<file path="config.mk">
export PLATFORM = sky130hd
export DESIGN_NAME = timer_capture_fault_unit
export DESIGN_NICKNAME = d
export VERILOG_FILES = /design/src/design/timer_capture_pkg.sv /design/src/design/timer_capture_fault_unit.sv
export VERILOG_INCLUDE_DIRS = /design/src /design/src/design
export SDC_FILE = /design/constraint.sdc
export NUM_CORES = 1
export LEC_CHECK = 0
export ABC_AREA = 1
export BUFFER_PORTS_ARGS = -buffer_cell sky130_fd_sc_hd__clkbuf_2
export CAP_MARGIN = 30
export CORE_MARGIN = 4
export CORE_UTILIZATION = 56
export CTS_CLUSTER_DIAMETER = 150
export CTS_CLUSTER_SIZE = 24
export DETAILED_ROUTE_END_ITERATION = 10
export PLACE_DENSITY = 0.78
export SYNTH_ARGS = -nofsm -noshare
export SYNTH_HDL_FRONTEND = slang
export SYNTH_SLANG_ARGS = --single-unit
</file>
<file path="constraint.sdc">
create_clock -name core_clk_in -period 3.5 [get_ports core_clk_in]
set_input_delay 0.7 -clock core_clk_in [delete_from_list [all_inputs] [get_ports core_clk_in]]
set_output_delay 0.7 -clock core_clk_in [all_outputs]
set_load 0.01 [all_outputs]
</file>
<file path="src/design/timer_capture_defines.svh">
`ifndef TIMER_CAPTURE_DEFINES_SVH
`define TIMER_CAPTURE_DEFINES_SVH

`define OFS_CONTROL_A 8'h00
`define OFS_CONTROL_B 8'h04
`define OFS_EVENT_CTRL 8'h08
`define OFS_INT_FLAGS 8'h0c
`define OFS_STATUS 8'h10
`define OFS_SYNC_BUSY 8'h14
`define OFS_FAULT_CTRL 8'h18
`define OFS_DRIVER_CTRL 8'h1c
`define OFS_TOP 8'h20
`define OFS_COUNT 8'h24
`define OFS_CC_BASE 8'h40

`define CA_SOFTWARE_RESET 0
`define CA_ENABLE 1
`define CA_ONESHOT 2
`define CA_CPTEN 8
`define CB_DIR 0
`define CB_DUAL 1
`define EV_ACT 0
`define EV_INV 4
`define EV_EN 5
`define IF_MC 0
`define IF_ERR 8
`define IF_FAULT 9
`define IF_OVF 10
`define ST_STOP 0
`define SB_SOFTWARE_RESET 0
`define SB_ENABLE 1
`define SB_CONTROL_B 2
`define SB_CC 8
`define FC_ACT 0
`define FC_HALT 8
`define FC_CAPTURE_CHANNEL_SELECT 10
`define DC_NRE 0
`define DC_NRV 8

`define SYNC_CYCLES 2'd2
`define TOP_RESET 16'hffff

`endif

</file>
<file path="src/design/timer_capture_pkg.sv">
package timer_capture_pkg;

	typedef enum logic [2:0] {
		EV_OFF = 3'h0,
		EV_PERIOD_PULSE = 3'h1,
		EV_PULSE_PERIOD = 3'h2
	} event1_action_t;

	typedef enum logic [2:0] {
		FA_DISABLE = 3'h0,
		FA_CAPTURE_EVERY = 3'h1,
		FA_CAPTURE_MINIMUM = 3'h2,
		FA_CAPTURE_MAXIMUM = 3'h3,
		FA_LOCAL_MINIMUM = 3'h4,
		FA_LOCAL_MAXIMUM = 3'h5,
		FA_LOCAL_EXTREMUM = 3'h6
	} fault_action_t;

	typedef enum logic [1:0] {
		HALT_NONE = 2'h0,
		HALT_HW = 2'h1,
		HALT_SW = 2'h2,
		HALT_NONREC = 2'h3
	} fault_halt_t;

endpackage : timer_capture_pkg

</file>
<file path="src/design/timer_capture_fault_unit.sv">
// The register offsets and the Avalon-MM register port were left to the implementer.
`timescale 1ns/100ps
`default_nettype none
`include "timer_capture_defines.svh"

module timer_capture_fault_unit
	import timer_capture_pkg::*;
#(
	parameter int CNT_W = 16,
	parameter int NUM_CH = 4
) (
	// Clock and reset
	input wire logic core_clk_in,
	input wire logic rst_b_in,
	// Avalon-MM slave
	input wire logic [7:0] avs_address_in,
	input wire logic avs_read_in,
	input wire logic avs_write_in,
	input wire logic [31:0] avs_writedata_in,
	input wire logic [3:0] avs_byteenable_in,
	output logic [31:0] avs_readdata_out,
	output logic avs_waitrequest_out,
	// Event and fault inputs
	input wire logic event1_in,
	input wire logic fault_in,
	// Waveform outputs
	output logic [NUM_CH-1:0] wave_out
);

	initial begin
		if (CNT_W < 2 || CNT_W > 32 || NUM_CH < 2 || NUM_CH > 4) begin
			$error("timer_capture_fault_unit: unsupported parameters");
		end
	end

	localparam logic [CNT_W-1:0] HALF_MAX = {1'b0, {(CNT_W-1){1'b1}}};

	function automatic logic [31:0] merge(input logic [31:0] old,
		input logic [31:0] wd, input logic [3:0] be);
		logic [31:0] m;
		m = {{8{be[3]}}, {8{be[2]}}, {8{be[1]}}, {8{be[0]}}};
		return (old & ~m) | (wd & m);
	endfunction : merge

	////////////////////////////////////////////////////////////////////
	// State

	logic ack_q;
	logic [31:0] rdata_q;
	logic en_q, oneshot_q, dir_q, dual_q;
	logic [NUM_CH-1:0] cpten_q, mc_q, nre_q, nrv_q, wave_q;
	event1_action_t evact_q;
	logic evinv_q, evin_en_q;
	logic err_q, fault_flag_q, ovf_q, stop_q;
	fault_action_t fact_q;
	fault_halt_t halt_q;
	logic [1:0] capture_channel_select_q;
	logic [CNT_W-1:0] top_q, count_q;
	logic [CNT_W-1:0] cc_q [NUM_CH];
	logic trend_dn_q;
	logic ev_s1_q, ev_s2_q, ev_s3_q, f_s1_q, f_s2_q, f_s3_q;
	logic [6:0] busy_q;
	logic [1:0] busy_cnt_q [7];
	logic soft_rst_q;

	////////////////////////////////////////////////////////////////////
	// Bus slave: one wait cycle per access, then the answer

	logic req, wr_fire;
	logic [31:0] wdat;
	logic [NUM_CH-1:0] cc_wr;
	logic [31:0] rd_mux;
	logic [31:0] cur;

	assign req = avs_read_in | avs_write_in;
	assign avs_waitrequest_out = req & ~ack_q;
	assign wr_fire = avs_write_in & ack_q;
	assign avs_readdata_out = rdata_q;

	always_ff @(posedge core_clk_in) begin
		if (!rst_b_in) begin
			ack_q <= 1'b0;
		end else begin
			ack_q <= req & ~ack_q;
		end
	end

	always_comb begin
		rd_mux = 32'h0000_0000;
		unique case (avs_address_in)
			`OFS_CONTROL_A: begin
				rd_mux[`CA_ENABLE] = en_q;
				rd_mux[`CA_ONESHOT] = oneshot_q;
				rd_mux[`CA_CPTEN +: NUM_CH] = cpten_q;
			end
			`OFS_CONTROL_B: begin
				rd_mux[`CB_DIR] = dir_q;
				rd_mux[`CB_DUAL] = dual_q;
			end
			`OFS_EVENT_CTRL: begin
				rd_mux[`EV_ACT +: 3] = evact_q;
				rd_mux[`EV_INV] = evinv_q;
				rd_mux[`EV_EN] = evin_en_q;
			end
			`OFS_INT_FLAGS: begin
				rd_mux[`IF_MC +: NUM_CH] = mc_q;
				rd_mux[`IF_ERR] = err_q;
				rd_mux[`IF_FAULT] = fault_flag_q;
				rd_mux[`IF_OVF] = ovf_q;
			end
			`OFS_STATUS: rd_mux[`ST_STOP] = stop_q;
			`OFS_SYNC_BUSY: begin
				rd_mux[`SB_SOFTWARE_RESET] = busy_q[0];
				rd_mux[`SB_ENABLE] = busy_q[1];
				rd_mux[`SB_CONTROL_B] = busy_q[2];
				rd_mux[`SB_CC +: NUM_CH] = busy_q[3 +: NUM_CH];
			end
			`OFS_FAULT_CTRL: begin
				rd_mux[`FC_ACT +: 3] = fact_q;
				rd_mux[`FC_HALT +: 2] = halt_q;
				rd_mux[`FC_CAPTURE_CHANNEL_SELECT +: 2] = capture_channel_select_q;
			end
			`OFS_DRIVER_CTRL: begin
				rd_mux[`DC_NRE +: NUM_CH] = nre_q;
				rd_mux[`DC_NRV +: NUM_CH] = nrv_q;
			end
			`OFS_TOP: rd_mux[CNT_W-1:0] = top_q;
			`OFS_COUNT: rd_mux[CNT_W-1:0] = count_q;
			default: begin
				for (int i = 0; i < NUM_CH; i++) begin
					if (avs_address_in == `OFS_CC_BASE + 8'(4 * i)) begin
						rd_mux[CNT_W-1:0] = cc_q[i];
					end
				end
			end
		endcase
	end

	always_ff @(posedge core_clk_in) begin
		if (!rst_b_in) begin
			rdata_q <= 32'h0000_0000;
		end else if (avs_read_in && !ack_q) begin
			rdata_q <= rd_mux;
		end
	end

	// Partial writes reuse the current read value in untouched lanes, so set interrupt flags in those lanes clear
	assign cur = rd_mux;
	assign wdat = merge(cur, avs_writedata_in, avs_byteenable_in);

	////////////////////////////////////////////////////////////////////
	// Configuration registers

	logic wr_ca, wr_cb, wr_ev, wr_fc, wr_dc, wr_top, wr_if;
	assign wr_ca = wr_fire && avs_address_in == `OFS_CONTROL_A;
	assign wr_cb = wr_fire && avs_address_in == `OFS_CONTROL_B;
	assign wr_ev = wr_fire && avs_address_in == `OFS_EVENT_CTRL;
	assign wr_fc = wr_fire && avs_address_in == `OFS_FAULT_CTRL;
	assign wr_dc = wr_fire && avs_address_in == `OFS_DRIVER_CTRL;
	assign wr_top = wr_fire && avs_address_in == `OFS_TOP;
	assign wr_if = wr_fire && avs_address_in == `OFS_INT_FLAGS;

	always_ff @(posedge core_clk_in) begin
		if (!rst_b_in || soft_rst_q) begin
			en_q <= 1'b0;
			oneshot_q <= 1'b0;
			cpten_q <= '0;
			evact_q <= EV_OFF;
			evinv_q <= 1'b0;
			evin_en_q <= 1'b0;
			fact_q <= FA_DISABLE;
			halt_q <= HALT_NONE;
			capture_channel_select_q <= 2'h0;
			nre_q <= '0;
			nrv_q <= '0;
			top_q <= CNT_W'(`TOP_RESET);
		end else begin
			if (wr_ca) begin
				en_q <= wdat[`CA_ENABLE];
				oneshot_q <= wdat[`CA_ONESHOT];
				cpten_q <= wdat[`CA_CPTEN +: NUM_CH];
			end
			if (wr_ev) begin
				evact_q <= event1_action_t'(wdat[`EV_ACT +: 3]);
				evinv_q <= wdat[`EV_INV];
				evin_en_q <= wdat[`EV_EN];
			end
			if (wr_fc) begin
				fact_q <= fault_action_t'(wdat[`FC_ACT +: 3]);
				halt_q <= fault_halt_t'(wdat[`FC_HALT +: 2]);
				capture_channel_select_q <= wdat[`FC_CAPTURE_CHANNEL_SELECT +: 2];
			end
			if (wr_dc) begin
				nre_q <= wdat[`DC_NRE +: NUM_CH];
				nrv_q <= wdat[`DC_NRV +: NUM_CH];
			end
			if (wr_top) begin
				top_q <= wdat[CNT_W-1:0];
			end
		end
	end

	////////////////////////////////////////////////////////////////////
	// Synchronization busy flags

	logic [6:0] sync_start;
	assign sync_start[0] = wr_ca && wdat[`CA_SOFTWARE_RESET];
	assign sync_start[1] = wr_ca;
	assign sync_start[2] = wr_cb;
	// Busy positions of absent channels never rise
	if (NUM_CH < 4) begin : g_busy_pad
		assign sync_start[6:3 + NUM_CH] = '0;
	end
	assign sync_start[3 +: NUM_CH] = cc_wr;

	for (genvar k = 0; k < 7; k++) begin : g_busy
		always_ff @(posedge core_clk_in) begin
			if (!rst_b_in) begin
				busy_q[k] <= 1'b0;
				busy_cnt_q[k] <= 2'd0;
			end else if (sync_start[k]) begin
				busy_q[k] <= 1'b1;
				busy_cnt_q[k] <= 2'd0;
			end else if (busy_q[k]) begin
				busy_cnt_q[k] <= busy_cnt_q[k] + 2'd1;
				if (busy_cnt_q[k] == `SYNC_CYCLES) begin
					busy_q[k] <= 1'b0;
				end
			end
		end
	end

	// Software reset lands when its own synchronization completes
	always_ff @(posedge core_clk_in) begin
		if (!rst_b_in) begin
			soft_rst_q <= 1'b0;
		end else begin
			soft_rst_q <= busy_q[0] && busy_cnt_q[0] == `SYNC_CYCLES;
		end
	end

	////////////////////////////////////////////////////////////////////
	// Input synchronizers and edge detection

	always_ff @(posedge core_clk_in) begin
		if (!rst_b_in) begin
			ev_s1_q <= 1'b0;
			ev_s2_q <= 1'b0;
			ev_s3_q <= 1'b0;
			f_s1_q <= 1'b0;
			f_s2_q <= 1'b0;
			f_s3_q <= 1'b0;
		end else begin
			ev_s1_q <= event1_in;
			ev_s2_q <= ev_s1_q;
			ev_s3_q <= ev_s2_q;
			f_s1_q <= fault_in;
			f_s2_q <= f_s1_q;
			f_s3_q <= f_s2_q;
		end
	end

	logic ev_on, ev_rise, ev_fall, ev_wrap, ev_pulse, fault_edge;
	assign ev_on = evin_en_q && evact_q != EV_OFF && en_q;
	assign ev_rise = ev_s2_q & ~ev_s3_q;
	assign ev_fall = ~ev_s2_q & ev_s3_q;
	assign ev_wrap = ev_on && (evinv_q ? ev_fall : ev_rise);
	assign ev_pulse = ev_on && (evinv_q ? ev_rise : ev_fall);
	assign fault_edge = f_s2_q & ~f_s3_q && fact_q != FA_DISABLE;

	////////////////////////////////////////////////////////////////////
	// Counter, one-shot and halt

	logic halted, ovf_evt, running;
	assign halted = (halt_q == HALT_HW && f_s2_q) ||
		(halt_q == HALT_SW && fault_flag_q);
	assign running = en_q && !stop_q && !halted;
	assign ovf_evt = running && !ev_wrap &&
		(dir_q ? count_q == '0 : count_q == top_q);

	always_ff @(posedge core_clk_in) begin
		if (!rst_b_in || soft_rst_q) begin
			count_q <= '0;
			dir_q <= 1'b0;
			dual_q <= 1'b0;
		end else begin
			if (wr_cb) begin
				dir_q <= wdat[`CB_DIR];
				dual_q <= wdat[`CB_DUAL];
			end else if (running && ev_wrap) begin
				count_q <= dir_q ? top_q : '0;
			end else if (running && dual_q) begin
				if (ovf_evt) begin
					dir_q <= ~dir_q;
					count_q <= dir_q ? count_q + 1'b1 : count_q - 1'b1;
				end else begin
					count_q <= dir_q ? count_q - 1'b1 : count_q + 1'b1;
				end
			end else if (running) begin
				if (ovf_evt) begin
					count_q <= dir_q ? top_q : '0;
				end else begin
					count_q <= dir_q ? count_q - 1'b1 : count_q + 1'b1;
				end
			end
		end
	end

	// A one-shot stop holds until software rewrites control A with enable or a software reset lands
	always_ff @(posedge core_clk_in) begin
		if (!rst_b_in || soft_rst_q) begin
			stop_q <= 1'b0;
		end else if (ovf_evt && oneshot_q) begin
			stop_q <= 1'b1;
		end else if (wr_ca && wdat[`CA_ENABLE]) begin
			stop_q <= 1'b0;
		end
	end

	logic safe_out;
	assign safe_out = stop_q || (halt_q == HALT_NONREC && f_s2_q);

	for (genvar i = 0; i < NUM_CH; i++) begin : g_wave
		always_ff @(posedge core_clk_in) begin
			if (!rst_b_in || soft_rst_q) begin
				wave_q[i] <= 1'b0;
			end else if (safe_out && nre_q[i]) begin
				wave_q[i] <= nrv_q[i];
			end else if (!safe_out) begin
				wave_q[i] <= count_q < cc_q[i];
			end
		end
	end
	assign wave_out = wave_q;

	////////////////////////////////////////////////////////////////////
	// Capture decisions

	logic [CNT_W-1:0] cap_val, last_val;
	logic [1:0] per_ch, pw_ch;
	logic f_lower, f_higher, f_store, f_flag, f_local_minimum, f_local_maximum;

	// In dual-slope mode the ramp direction replaces the MSB when top is below HALF_MAX
	assign cap_val = (dual_q && top_q < HALF_MAX) ?
		{dir_q, count_q[CNT_W-2:0]} : count_q;

	assign per_ch = (evact_q == EV_PULSE_PERIOD) ? 2'd1 : 2'd0;
	assign pw_ch = (evact_q == EV_PULSE_PERIOD) ? 2'd0 : 2'd1;

	assign last_val = cc_q[capture_channel_select_q];
	// With cleared capture values, up-counting never finds anything lower
	assign f_lower = cap_val < last_val;
	assign f_higher = cap_val > last_val;
	assign f_local_minimum = f_higher && trend_dn_q;
	assign f_local_maximum = f_lower && !trend_dn_q;

	always_comb begin
		f_store = 1'b0;
		f_flag = 1'b0;
		if (fault_edge) begin
			unique case (fact_q)
				FA_CAPTURE_EVERY: begin
					f_store = 1'b1;
					f_flag = 1'b1;
				end
				FA_CAPTURE_MINIMUM: begin
					f_store = f_lower;
					f_flag = f_lower;
				end
				FA_CAPTURE_MAXIMUM: begin
					f_store = f_higher;
					f_flag = f_higher;
				end
				FA_LOCAL_MINIMUM: begin
					f_store = 1'b1;
					f_flag = f_local_minimum;
				end
				FA_LOCAL_MAXIMUM: begin
					f_store = 1'b1;
					f_flag = f_local_maximum;
				end
				FA_LOCAL_EXTREMUM: begin
					f_store = 1'b1;
					f_flag = f_local_minimum || f_local_maximum;
				end
				default: begin
					f_store = 1'b0;
					f_flag = 1'b0;
				end
			endcase
		end
	end

	always_ff @(posedge core_clk_in) begin
		if (!rst_b_in || soft_rst_q) begin
			trend_dn_q <= 1'b0;
		end else if (f_store && cap_val != last_val) begin
			trend_dn_q <= f_lower;
		end
	end

	////////////////////////////////////////////////////////////////////
	// Channels

	logic [NUM_CH-1:0] cap_req, cap_ok, cap_err;

	for (genvar i = 0; i < NUM_CH; i++) begin : g_ch
		assign cap_req[i] = (ev_wrap && per_ch == 2'(i)) ||
			(ev_pulse && pw_ch == 2'(i)) ||
			(f_store && capture_channel_select_q == 2'(i));
		assign cap_ok[i] = cap_req[i] && cpten_q[i] && !mc_q[i];
		assign cap_err[i] = cap_req[i] && cpten_q[i] && mc_q[i];
		assign cc_wr[i] = wr_fire &&
			avs_address_in == `OFS_CC_BASE + 8'(4 * i);

		always_ff @(posedge core_clk_in) begin
			if (!rst_b_in || soft_rst_q) begin
				cc_q[i] <= '0;
			end else if (cap_ok[i]) begin
				cc_q[i] <= cap_val;
			end else if (cc_wr[i]) begin
				cc_q[i] <= wdat[CNT_W-1:0];
			end
		end

		// Hardware set wins over a same-cycle clear
		always_ff @(posedge core_clk_in) begin
			if (!rst_b_in || soft_rst_q) begin
				mc_q[i] <= 1'b0;
			end else if (cap_ok[i]) begin
				mc_q[i] <= 1'b1;
			end else if (wr_if && wdat[`IF_MC + i]) begin
				mc_q[i] <= 1'b0;
			end
		end
	end

	////////////////////////////////////////////////////////////////////
	// Shared interrupt flags, write one to clear, set wins

	always_ff @(posedge core_clk_in) begin
		if (!rst_b_in || soft_rst_q) begin
			err_q <= 1'b0;
			fault_flag_q <= 1'b0;
			ovf_q <= 1'b0;
		end else begin
			if (|cap_err) begin
				err_q <= 1'b1;
			end else if (wr_if && wdat[`IF_ERR]) begin
				err_q <= 1'b0;
			end
			if (f_flag) begin
				fault_flag_q <= 1'b1;
			end else if (wr_if && wdat[`IF_FAULT]) begin
				fault_flag_q <= 1'b0;
			end
			if (ovf_evt) begin
				ovf_q <= 1'b1;
			end else if (wr_if && wdat[`IF_OVF]) begin
				ovf_q <= 1'b0;
			end
		end
	end

endmodule : timer_capture_fault_unit

`default_nettype wire

</file>
==> flow_metrics.tcl <==
set metrics [dict create \
    status "finished clean" \
    met1Wirelength_um 18100 \
    crit_path_max_fanout 16 \
    fill_cells 2045 \
    netlist_area_mm2 0.0132 \
    drcViolationCount 0 \
    slew_headroom 0.500 \
    path_class "reg2reg" \
    power_frac_comb 0.079 \
    die_area_mm2 0.0262 \
    post_drt_wl_per_cell_um 20.7 \
    syn_inst 1840 \
    power_density_mw_per_mm2 315 \
    worstSkewPairLatency_ns 0.46 \
    critPathRequiredTime_ns 3.66 \
    r2r_end "cc_q[0][4]" \
    core_mm2 0.0229 \
    wl_met3_um 5130 \
    crit_start "top_q[4]" \
    htreeDepth 4 \
    ant_nets 0 \
    grt_pass1_wl_um 70200 \
    postLayoutCellArea_mm2 0.0150 \
    worstHoldPathCells 2 \
    cts-root-buf "clkbuf_16" \
    fin_nets 2072 \
    ys_types 60 \
    grt_pass1_vias 12459 \
    layout_common_cells "nand2_1 (396), inv_1 (213), a21oi_1 (168), nor2_1 (156), o21ai_0 (126)" \
    die_x_um 162 \
    ir_drop_uv 357 \
    p_int_w 0.00337 \
    clkPwrFrac 0.431 \
    tightest_slew_ns 0.747 \
    rows 55 \
    viasPerCell 5.95 \
    finalSetupViolCount 0 \
    maxSlewViolCount 0 \
    pre_cts_ws_ns -0.0159 \
    antenna_found_initial 0 \
    track_usage 0.350 \
    synthArstFlopShare 0 \
    ys_top_cells_by_area "edfxtp_1 (18%), dfxtp_1 (16%), nand2_1 (11%)" \
    grt_max_degree 51 \
    p_sw_w 0.00133 \
    hold_viol 0 \
    layout_setup_ws_ns 0.153 \
    io_buffers 52 \
    skew_ns 0.0138 \
    dpl.hpwl_um 35600 \
    cts_buffer_depth 2 \
    final_common_cell "nand2_1" \
    synthFlopType "dfxtp_1" \
    clkSinkCount 184 \
    timing.rr.start "top_q[4]" \
    endpoint_kind "flip-flop" \
    synth_edf_count 78 \
    r2r_cells 17 \
    pwr-share-seq 0.490 \
    min_period_ns 3.35 \
    drtPass1Iterations 6 \
    routed_wl_um 46900 \
    fmax_ghz 0.299 \
    synth_top_area_share 0.177 \
    syn_area_per_cell_um2 7.19 \
    layout-drive-gt1-share 0.156 \
    start_kind "flip-flop" \
    start_util 0.578 \
    clkTransAtPathRegs_ns 0.08 \
    routed-via-count 13466 \
    synth-seq-cells 184 \
    die_height_um 162 \
    worstPathArrival_ns 3.51 \
    postCtsHoldBufs 0 \
    yosysSeqAreaShare 0.337 \
    min_path_type "reg2reg" \
    dr.max_layer_used "met4" \
    grt-ovfl-total 0 \
    wl_met2_um 20800 \
    gp_congestion 1.02 \
    yosys.area.top_type "edfxtp_1" \
    cts_buffers 17 \
    ys.warnings.count 0 \
    cts_tree "yes" \
    leakage_nw 6.99 \
    pin_count 87 \
    rrSetupSlack_ns 0.15 \
    sw_frac_of_total 0.283 \
    endpoint "cc_q[0][4]" \
    dr.first_iter.drc_count 1772 \
    placed_area_mm2 0.0143 \
    drv_cap 0 \
    area_growth_pct 13.0 \
    num_antenna_cells 0 \
    period_share 0.956 \
]
[registers in the layout, indices dropped and copies added (netlist names), 3 cells and up, named ones only]
name and flops:
cc_q 64, busy_q 7, cpten_q 4, wave_out 4
nre_q 4, fact_q 3, count_q 16, busy_cnt_q 14
top_q 16, evact_q 3, nrv_q 4, mc_q 4
avs_readdata_out 16
[logic make-up (layout without fill, tap and decap cells)]
kind of cell               after synthesis  count (layout)  synth area share
AOI/OAI and AO/OA                      388             388             0.161
xor gates and xnor gates                36              36            0.0238
and+or+nand+nor                        808             808             0.285
muxes                                    1               1          0.000851
adders and majority gates               85              85            0.0804
DFF                                    184             184             0.337
buffers and inverters                  337             432             0.111
other                                    1              16          0.000283
[timing repair]
action	4_1_cts	5_1_grt
pin swaps	0	4
setup buffers	0	1
gates resized for setup	1	8
endpoints found under the setup margin	28	128
[power by group through the flow]
stage | Sequential [W] | Clock, W | Combinational, W
final | 0.00231 | 0.00203 | 0.000372
after global routing | 0.00231 | 0.00211 | 0.000405
after CTS | 0.00231 | 0.00202 | 0.000363
after detailed placement | 0.00236 | 0 | 0.000361
after global placement | 0.00236 | 0 | 0.000350
after floorplan | 0.00236 | 0 | 0.000213
[critical path: stages, from the launching register on]
cell	delay, ns
dfxtp_1	0.37
nand4_1	0.19
o41ai_4	0.45
nand2_1	0.11
o21ai_2	0.10
ha_1	0.28
a21oi_1	0.15
o21ai_1	0.11
a21oi_4	0.23
nand3_2	0.12
nand2_1	0.09
inv_2	0.05
nand2_4	0.10
nand3_2	0.07
nand2_2	0.11
nand3_4	0.15
nand3b_1	0.19
buf_12	0.18
[worst min-delay path by stage]
stage | start | endpoint
after floorplan | ev_s1_q | ev_s2_q
after global placement | ev_s1_q | ev_s2_q
after detailed placement | ev_s1_q | ev_s2_q
after CTS | event1_in | ev_s1_q
after global routing | event1_in | ev_s1_q
final | ev_s1_q | ev_s2_q
[synthesized netlist by cell type, types with 2 or more instances]
library cell / n
nor3_1: 24
a21oi_1: 168
nor3_2: 14
ha_1: 85
o22ai_1: 35
inv_1: 213
or2_2: 6
clkbuf_1: 33
buf_6: 9
clkinv_1: 4
nor2_1: 157
o21ai_0: 126
nor2_2: 11
a31oi_1: 3
buf_4: 24
nand3_4: 3
nor2_4: 6
nand4_1: 56
and3_1: 2
nand2_1: 397
buf_2: 25
a21oi_2: 4
o2111ai_1: 3
dfxtp_1: 106
nor3_4: 2
nand3_2: 8
nand2_2: 13
xnor2_1: 8
o221ai_1: 5
xor2_1: 28
inv_2: 23
nand3b_1: 4
o21bai_1: 4
nand2_4: 6
o31ai_1: 6
nor2_8: 2
o21a_1: 2
inv_6: 2
and2_1: 5
buf_1: 3
edfxtp_1: 78
nand3_1: 89
o21ai_1: 17
o211ai_1: 5
[through the flow]
| step | utilization | hold slack (ns) | total power [W] | TNS, ns | std cells |
|---|---|---|---|---|---|
| after floorplan | - | 0.390 | 0.00257 | 0 | 1855 |
| after global placement | 0.622 | 0.400 | 0.00271 | 0 | 2229 |
| after detailed placement | 0.623 | 0.398 | 0.00272 | -0.273 | 2230 |
| after CTS | 0.651 | 0.409 | 0.00469 | 0 | 2262 |
| after global routing | 0.653 | 0.427 | 0.00483 | -0.0405 | 2263 |
| final | 0.653 | 0.418 | 0.00471 | 0 | 2263 |
[final cells by class]
type / instances / area (um2) / area share
inverter: 243 / 923 / 0.0617
multi-input combinational: 1334 / 7400 / 0.495
clock inverter: 15 / 203 / 0.0136
timing repair buffer: 157 / 1140 / 0.0762
tap: 313 / 392 / 0.0262
sequential: 184 / 4470 / 0.299
clock buffer: 17 / 425 / 0.0284
[metal layers]
metal | track usage | vias to the layer above
met5 | 0 | -
li1 | - | 6312
met3 | 0.0703 | 152
met4 | 0.181 | 0
met2 | 0.555 | 818
met1 | 0.457 | 6184
(Power assumes the default switching activity.)
